$ cat config.mk
export PLATFORM = sky130hd
export DESIGN_NAME = nv_write_ctrl
export DESIGN_NICKNAME = d
export VERILOG_FILES = /design/src/shared/nv_pkg.sv /design/src/design/nv_write_ctrl.sv
export SDC_FILE = /design/constraint.sdc
export NUM_CORES = 1
export LEC_CHECK = 0
export BUFFER_PORTS_ARGS = -buffer_cell sky130_fd_sc_hd__buf_2
export CORE_MARGIN = 5
export CORE_UTILIZATION = 56
export DETAILED_ROUTE_END_ITERATION = 10
export PLACE_DENSITY = 0.82
export SETUP_SLACK_MARGIN = 0.2
export SYNTH_ARGS = -nofsm -noshare
export SYNTH_HDL_FRONTEND = slang
export SYNTH_SLANG_ARGS = --single-unit
$ cat constraint.sdc
create_clock -name ref_clk_in -period 2.1 [get_ports ref_clk_in]
set_input_delay 0.21 -clock ref_clk_in [delete_from_list [all_inputs] [get_ports ref_clk_in]]
set_output_delay 0.21 -clock ref_clk_in [all_outputs]
set_load 0.1 [all_outputs]
$ cat src/shared/nv_pkg.sv
// Constants for the data nonvolatile byte store controller
package nv_pkg;
    // Register offsets on the special function register port
    localparam logic [7:0] OFS_BYTE_HOLDING  = 8'h08;
    localparam logic [7:0] OFS_LOCATION_IDX  = 8'h09;
    localparam logic [7:0] OFS_CONTROL       = 8'h88;
    localparam logic [7:0] OFS_UNLOCK_KEY    = 8'h89;
    // Control register bit positions
    localparam int BIT_READ_TRIG  = 0;
    localparam int BIT_WRITE_TRIG = 1;
    localparam int BIT_PERMIT     = 2;
    localparam int BIT_ABORT      = 3;
    localparam int BIT_DONE       = 4;
    // Unlock keys
    localparam logic [7:0] KEY_FIRST  = 8'h55;
    localparam logic [7:0] KEY_SECOND = 8'hAA;
    // Storage geometry
    localparam int NV_DEPTH     = 64;
    localparam int NV_IDX_WIDTH = 6;
    // Reset values
    localparam logic [7:0] RST_BYTE       = 8'h00;
    localparam logic [7:0] RST_READ_DATA  = 8'h00;
    localparam logic [7:0] RST_UNMAPPED   = 8'h00;
    localparam logic       RST_FLAG       = 1'b0;
    // Self-timed write length
    localparam int CLK_PERIOD_NS   = 8;
    localparam int WRITE_TIME_NS   = 20000;
    localparam int WRITE_CYCLES_DF = WRITE_TIME_NS / CLK_PERIOD_NS;
    localparam int TIMER_WIDTH     = 16;
endpackage

$ cat src/design/nv_write_ctrl.sv
// Register interface and write controller for the data nonvolatile byte store
//
// What this block does
// - Write trigger starts a write only after keys 55h then AAh on unlock port.
// - Write trigger ignored while write permission is clear.
// - Hardware clears write permission only on power-on or warm reset.
// - A started write completes even if permission is cleared meanwhile.
// - At write end, trigger clears and write-complete flag sets.
// - Write-complete flag stays set until software or a warm reset clears it.
// - Power-on leaves control bits zero; warm reset flags an interrupted write.
// - Read trigger loads addressed byte next cycle, then clears itself.
// - Abort flag sets on warm reset mid-write, clears on normal completion.
// - 64 bytes, index 0h to 3Fh, each write replaces the whole byte.
// - Unlock port stores nothing; it only detects the key sequence.
`timescale 1ns/1ps
`default_nettype none
module nv_write_ctrl
    import nv_pkg::*;
#(
    parameter int WRITE_CYCLES = WRITE_CYCLES_DF
)(
    input  wire logic       ref_clk_in,
    input  wire logic       rstn_in,
    input  wire logic       warm_reset_in,
    input  wire logic [7:0] sfr_addr_in,
    input  wire logic       sfr_wr_in,
    input  wire logic [7:0] sfr_wdata_in,
    output logic      [7:0] sfr_rdata_out,
    output logic            write_busy_out,
    output logic            program_done_flag_out
);
    typedef enum logic [1:0] {KEY_IDLE, KEY_GOT_FIRST, KEY_ARMED} key_state_t;
    localparam logic [TIMER_WIDTH-1:0] TIMER_LOAD = TIMER_WIDTH'(WRITE_CYCLES - 1);
    // ==========================================
    // Reset and warm reset synchronisers
    logic [1:0] rst_sync_r;
    logic       rst_n;
    logic       warm_meta_r;
    logic       warm_q_r;

    always_ff @(posedge ref_clk_in or negedge rstn_in)
    begin
        if (!rstn_in)
            rst_sync_r <= 2'b00;
        else
            rst_sync_r <= {rst_sync_r[0], 1'b1};
    end
    assign rst_n = rst_sync_r[1];
    always_ff @(posedge ref_clk_in or negedge rst_n)
    begin
        if (!rst_n)
        begin
            warm_meta_r <= 1'b0;
            warm_q_r    <= 1'b0;
        end
        else
        begin
            warm_meta_r <= warm_reset_in;
            warm_q_r    <= warm_meta_r;
        end
    end

    // ==========================================
    // Register port decode
    logic ctl_wr;
    logic key_wr;
    logic data_wr;
    logic idx_wr;
    assign ctl_wr  = sfr_wr_in && (sfr_addr_in == OFS_CONTROL);
    assign key_wr  = sfr_wr_in && (sfr_addr_in == OFS_UNLOCK_KEY);
    assign data_wr = sfr_wr_in && (sfr_addr_in == OFS_BYTE_HOLDING);
    assign idx_wr  = sfr_wr_in && (sfr_addr_in == OFS_LOCATION_IDX);

    // ==========================================
    // Unlock key sequence detector, holds no data
    key_state_t key_state_r;
    logic       start_ok;
    always_ff @(posedge ref_clk_in or negedge rst_n)
    begin
        if (!rst_n)
            key_state_r <= KEY_IDLE;
        else if (warm_q_r || (sfr_wr_in && !key_wr))
            key_state_r <= KEY_IDLE;
        else if (key_wr)
        begin
            case (key_state_r)
                KEY_IDLE:      key_state_r <= (sfr_wdata_in == KEY_FIRST) ? KEY_GOT_FIRST
                                                                          : KEY_IDLE;
                KEY_GOT_FIRST: key_state_r <= (sfr_wdata_in == KEY_SECOND) ? KEY_ARMED
                                                                           : KEY_IDLE;
                default:       key_state_r <= KEY_IDLE;
            endcase
        end
    end

    // ==========================================
    // Control register
    logic                   permit_r;
    logic                   wr_trig_r;
    logic                   rd_trig_r;
    logic                   abort_r;
    logic                   done_r;
    logic [TIMER_WIDTH-1:0] timer_r;
    logic                   finish;

    assign start_ok = ctl_wr && sfr_wdata_in[BIT_WRITE_TRIG] && permit_r
                      && (key_state_r == KEY_ARMED) && !wr_trig_r;
    assign finish   = wr_trig_r && (timer_r == '0) && !warm_q_r;

    always_ff @(posedge ref_clk_in or negedge rst_n)
    begin
        if (!rst_n)
            permit_r <= RST_FLAG;
        else if (warm_q_r)
            permit_r <= RST_FLAG;
        else if (ctl_wr)
            permit_r <= sfr_wdata_in[BIT_PERMIT];
    end

    always_ff @(posedge ref_clk_in or negedge rst_n)
    begin
        if (!rst_n)
        begin
            wr_trig_r <= RST_FLAG;
            timer_r   <= '0;
        end
        else if (warm_q_r)
        begin
            wr_trig_r <= RST_FLAG;
            timer_r   <= '0;
        end
        else if (start_ok)
        begin
            wr_trig_r <= 1'b1;
            timer_r   <= TIMER_LOAD;
        end
        else if (finish)
            wr_trig_r <= 1'b0;
        else if (wr_trig_r)
            timer_r <= timer_r - 1'b1;
    end

    always_ff @(posedge ref_clk_in or negedge rst_n)
    begin
        if (!rst_n)
            rd_trig_r <= RST_FLAG;
        else if (warm_q_r)
            rd_trig_r <= RST_FLAG;
        else
            rd_trig_r <= !rd_trig_r && ctl_wr && sfr_wdata_in[BIT_READ_TRIG];
    end

    always_ff @(posedge ref_clk_in or negedge rst_n)
    begin
        if (!rst_n)
            abort_r <= RST_FLAG;
        else if (warm_q_r && wr_trig_r)
            abort_r <= 1'b1;
        else if (finish)
            abort_r <= 1'b0;
        else if (ctl_wr && !warm_q_r)
            abort_r <= sfr_wdata_in[BIT_ABORT];
    end

    always_ff @(posedge ref_clk_in or negedge rst_n)
    begin
        if (!rst_n)
            done_r <= RST_FLAG;
        else if (warm_q_r)
            done_r <= RST_FLAG;
        else if (finish)
            done_r <= 1'b1;
        else if (ctl_wr)
            done_r <= sfr_wdata_in[BIT_DONE];
    end

    // ==========================================
    // Byte holding, location index, write latches
    logic [7:0]              hold_r;
    logic [7:0]              idx_r;
    logic [NV_IDX_WIDTH-1:0] lat_idx_r;
    logic [7:0]              lat_data_r;
    logic [7:0]              nv_mem [NV_DEPTH];
    logic [7:0]              rd_byte;

    assign rd_byte = nv_mem[idx_r[NV_IDX_WIDTH-1:0]];

    always_ff @(posedge ref_clk_in or negedge rst_n)
    begin
        if (!rst_n)
            hold_r <= RST_BYTE;
        else if (rd_trig_r)
            hold_r <= rd_byte;
        else if (data_wr)
            hold_r <= sfr_wdata_in;
    end

    always_ff @(posedge ref_clk_in or negedge rst_n)
    begin
        if (!rst_n)
            idx_r <= RST_BYTE;
        else if (idx_wr)
            idx_r <= sfr_wdata_in;
    end

    always_ff @(posedge ref_clk_in or negedge rst_n)
    begin
        if (!rst_n)
        begin
            lat_idx_r  <= '0;
            lat_data_r <= RST_BYTE;
        end
        else if (start_ok)
        begin
            lat_idx_r  <= idx_r[NV_IDX_WIDTH-1:0];
            lat_data_r <= hold_r;
        end
    end

    // Whole byte replaced at the end of the timed cycle
    always_ff @(posedge ref_clk_in)
    begin
        if (rst_n && finish)
            nv_mem[lat_idx_r] <= lat_data_r;
    end

    // ==========================================
    // Read data and status outputs
    always_ff @(posedge ref_clk_in or negedge rst_n)
    begin
        if (!rst_n)
            sfr_rdata_out <= RST_READ_DATA;
        else
        begin
            case (sfr_addr_in)
                OFS_BYTE_HOLDING: sfr_rdata_out <= hold_r;
                OFS_LOCATION_IDX: sfr_rdata_out <= idx_r;
                OFS_CONTROL:      sfr_rdata_out <= {3'b000, done_r, abort_r, permit_r,
                                                    wr_trig_r, rd_trig_r};
                default:          sfr_rdata_out <= RST_UNMAPPED;
            endcase
        end
    end

    always_ff @(posedge ref_clk_in or negedge rst_n)
    begin
        if (!rst_n)
        begin
            write_busy_out        <= 1'b0;
            program_done_flag_out <= 1'b0;
        end
        else
        begin
            write_busy_out        <= wr_trig_r;
            program_done_flag_out <= done_r;
        end
    end

    // ==========================================
    // Assertions
    AST_START_NEEDS_KEYS: assert property (@(posedge ref_clk_in) disable iff (!rst_n)
        $rose(wr_trig_r) |-> $past(key_state_r == KEY_ARMED) && $past(ctl_wr))
        else $error("Write started without the unlock keys");
    AST_START_NEEDS_PERMIT: assert property (@(posedge ref_clk_in) disable iff (!rst_n)
        $rose(wr_trig_r) |-> $past(permit_r))
        else $error("Write started without permission");
    AST_PERMIT_SW_ONLY: assert property (@(posedge ref_clk_in) disable iff (!rst_n)
        $fell(permit_r) |-> $past(ctl_wr) || $past(warm_q_r))
        else $error("Permission cleared by hardware");
    AST_WRITE_CONTINUES: assert property (@(posedge ref_clk_in) disable iff (!rst_n)
        (wr_trig_r && timer_r != '0 && !warm_q_r) |=> wr_trig_r)
        else $error("Write cycle cut short");
    AST_FINISH_FLAGS: assert property (@(posedge ref_clk_in) disable iff (!rst_n)
        finish |=> !wr_trig_r && done_r && !abort_r)
        else $error("Completion did not update the control flags");
    AST_DONE_STICKY: assert property (@(posedge ref_clk_in) disable iff (!rst_n)
        (done_r && !warm_q_r && !(ctl_wr && !sfr_wdata_in[BIT_DONE])) |=> done_r)
        else $error("Write-complete flag dropped without software");
    AST_READ_LOADS: assert property (@(posedge ref_clk_in) disable iff (!rst_n)
        (rd_trig_r && !warm_q_r) |=> !rd_trig_r && hold_r == $past(rd_byte))
        else $error("Read trigger did not load the byte");
    AST_ABORT_ON_WARM: assert property (@(posedge ref_clk_in) disable iff (!rst_n)
        (warm_q_r && wr_trig_r) |=> abort_r && !wr_trig_r)
        else $error("Interrupted write not flagged");
    AST_BYTE_STORED: assert property (@(posedge ref_clk_in) disable iff (!rst_n)
        finish |=> nv_mem[$past(lat_idx_r)] == $past(lat_data_r))
        else $error("Byte not stored at write end");
    AST_KEY_READS_ZERO: assert property (@(posedge ref_clk_in) disable iff (!rst_n)
        (sfr_addr_in == OFS_UNLOCK_KEY) |=> sfr_rdata_out == 8'h00)
        else $error("Unlock port returned data");
    AST_WRITE_LENGTH: assert property (@(posedge ref_clk_in) disable iff (!rst_n)
        $rose(wr_trig_r) |-> timer_r == TIMER_LOAD)
        else $error("Write timer loaded with wrong length");

endmodule
`default_nettype wire

==> impl_metrics.ini <==
[status]
violations = negative setup slack
status = finished, violations left

[layout]
final_util_pct = 72.4
synthToLayoutAreaGrowth_pct = 28.2
seq_area_um2 = 17100
multi_input_area_um2 = 6580
layout-drive-gt1-share_pct = 42.7
fill_cells = 2094
final_cells = 2106
fin_area_um2 = 29500
layout.nets = 1552

[logic_synthesis]
yosysSeqAreaShare_pct = 74.1
async_flop_share_pct = 11.6
synth_fp_nets = 1250
yosys.area.top_type_share_pct = 66.8
synth-main-ff-cell = edfxtp_1
ys_ff_latch = 579
ys.warnings.count = 0
synth_area_leaders = edfxtp_1, mux4_2, dfrtp_1, mux2i_1, nor2_1
ys_types = 60
avgSynthCellArea_um2 = 18.7
mappedNetlistArea_um2 = 23000
synth_cells = 1228
yosys.area.top_type = edfxtp_1
synth-edff-count = 512

[sta]
timing.fmax_ghz = 0.338
tightest_slew_ns = 0.836
clock_skew_ns = 0.0307
fin_crit_sh_pct = 141
finalSetupViolCount = 538
maxSlewHeadroom_pct = 44.3
rsz0062_at_grt = yes
drv_slew = 0
layout_min_cycle_time_ns = 2.96
finalHoldViolCount = 0
setup_slack_ns = -0.856

[floorplanning]
std_cell_rows = 74
die_w_um = 213
initial_core_util_pct = 56.5
die-area_um2 = 45200
die_h_um = 213
floorplan.core_area_um2 = 40700
io_pins = 30

[global_routing]
grt_pass1_wl_um = 96200
antenna_found_initial = 2
globalRouteOverflowTotal = 0
grt_use_total_pct = 29.3
grt_max_degree = 66
grt_pass1_vias = 14400

[clock_network]
cts_buffers = 55
clk_pin_slew_worst_paths_ns = 0.07
clock_latency_ns = 0.64
root_buffer = clkbuf_16
clockBufferDepth = 3
cts_sinks = 579
tritoncts = done
h-tree-depth = 2

[min_path]
worstHoldStart = sfr_addr_in[6]
whs_path_depth = 5
hold_end = sfr_rdata_out[6]
min_path_type = input port to flip-flop

[detailed_routing]
wl_um = 70200
antenna_left = 0
drcViolationCount = 0
wire_per_inst_um = 33.3
drt-pass1-iter-count = 6
drtIter0Drc = 2295
vias_per_cell = 6.90
vias = 14500

[setup_path]
startpoint = timer_r[5]
worstPathArrival_ns = 3.29
setup.worst_path.end_class = flip-flop
cp.required_ns = 2.43
rr_worst_depth = 8
path_class = flip-flop to flip-flop
r2r-start = timer_r[5]
ff2ff_setup_slack_ns = -0.86
critPathLaunchType = flip-flop
cp_max_fo = 8
r2r_end = nv_mem[13][0]

[placed_design]
post-dp-hpwl_um = 36400
gp_congestion = 0.959
place_inst = 1948
dpl_cell_area_um2 = 26100
numPortBuffers = 29
post-place-ws_ns = -0.944

[power_and_ir_drop]
p_per_area_nw_per_um2 = 789
ir_drop_mv = 0.657
leakage_nw = 11.1

[job]
maxCapViolCount = 0
-- through the flow --
stage / total power, mW / setup TNS, ns / hold WS (ns)
floorplan: 13.0 / -452.56 / -0.0856
global placement: 13.2 / -416.97 / 0.00443
detailed placement: 13.3 / -441.39 / 0.00615
CTS: 23.0 / -315.71 / 0.0415
global route: 23.8 / -406.19 / 0.0967
finish: 23.3 / -385.02 / 0.0657
-- cells in the final DEF (no fill, tap or decap), types with 7 or more instances in the layout --
master         instances
edfxtp_1             512
nand3_2                7
buf_4                137
mux2_2                11
buf_2                 29
clkinv_2               8
xor2_1                 8
buf_12                58
nor2_1                46
nand2_1               56
clkbuf_16             59
nor3_1                 7
a22oi_2               10
nand2b_1              12
a21oi_1               13
mux4_2               127
dfrtp_1               55
buf_8                 12
nor2_4                61
clkinv_1               9
nor2b_1               12
dfrtp_2                9
a22oi_1               10
clkbuf_1              17
dlygate4sd3_1         12
mux2i_1               41
buf_6                 53
-- critical path, cell delays in order, from the launching register on --
cell	delay, ns
dfrtp_1	0.38
or4_4	0.54
or4b_4	0.60
nor4_4	0.34
buf_4	0.21
nand2_2	0.08
buf_6	0.17
nor2_2	0.19
buf_12	0.16
-- synthesized netlist by cell type, types with 3 or more instances --
| library cell | number |
|---|---|
| a22oi_1 | 20 |
| a211o_1 | 4 |
| inv_1 | 6 |
| or4_1 | 3 |
| a211oi_1 | 3 |
| or3_1 | 7 |
| nor2_1 | 112 |
| nand3_1 | 13 |
| or3b_2 | 4 |
| nor2b_1 | 12 |
| nor4b_1 | 3 |
| nor3_1 | 12 |
| o211ai_1 | 5 |
| a31oi_1 | 5 |
| o21ai_0 | 13 |
| xor2_1 | 8 |
| nand3b_1 | 6 |
| nand2_1 | 65 |
| a21oi_1 | 19 |
| nand4_1 | 3 |
| nand2b_1 | 12 |
| o2111ai_1 | 4 |
| edfxtp_1 | 512 |
| mux2_2 | 11 |
| mux4_2 | 127 |
| and2_1 | 6 |
| or2_2 | 5 |
| dfrtp_1 | 67 |
| a221oi_1 | 5 |
| buf_1 | 11 |
| buf_2 | 19 |
| clkbuf_1 | 31 |
| o22ai_1 | 4 |
| mux2i_1 | 53 |
| nor4bb_1 | 4 |
-- area by class of cell --
class,count,area share (%)
Antenna cell,1,0.00848
Clock buffer,75,5.06
Clock inverter,25,0.916
Inverter,6,0.0763
Multi-Input combinational cell,581,22.3
Sequential cell,579,57.9
Tap cell,532,2.26
Timing Repair Buffer,307,11.5
-- power breakdown --
group | internal, mW | switching, mW | leakage (nW)
registers | 12.4 | 0.0450 | 6.82
logic | 0.378 | 0.445 | 3.41
clock network | 5.59 | 4.43 | 0.856
total | 18.3 | 4.92 | 11.1
-- cell families after synthesis --
logic type / after synthesis / share of synthesized area [%]
flops: 579 / 74.1
simple gates: 281 / 6.00
mux: 191 / 15.3
compound gates: 97 / 2.91
buf+inv: 68 / 1.22
xor+xnor: 9 / 0.343
fa+ha+maj: 2 / 0.109
other cells: 1 / 0.0163
-- metal layers --
layer	global-route usage, %	wire, um	share of wire, %
met3	7.73	8280	12
met1	37.4	23500	33
met2	47.7	33500	48
met5	0	0	0
met4	13.6	4940	7.0
-- worst max path at each step --
stage	endpoint	slack, ns	cells after the start
6_report	nv_mem[13][0]	-0.86	8
5_1_grt	nv_mem[5][5]	-0.88	8
4_1_cts	nv_mem[45][7]	-0.70	7
3_5_place_dp	nv_mem[45][4]	-0.94	7
3_3_place_gp	nv_mem[45][1]	-0.92	7
2_1_floorplan	nv_mem[63][0]	-0.90	7
-- flip-flops by register name, summed over array words and instances, names as in the netlist, 2 cells and up --
register	cells
nv_mem	512
timer_r	16
lat_idx_r	6
lat_data_r	8
hold_r	8
sfr_rdata_out	8
rst_sync_r	2
idx_r	8
key_state_r	2
-- repair_timing --
item,CTS,global route
cloned,1,3
pin swaps,60,28
hold endpoints to repair,16,0
hold buffers,12,0
resized for setup,187,62
endpoints found under the setup margin,542,552
buffers inserted,24,17
Power figures use the tool's default switching activity.
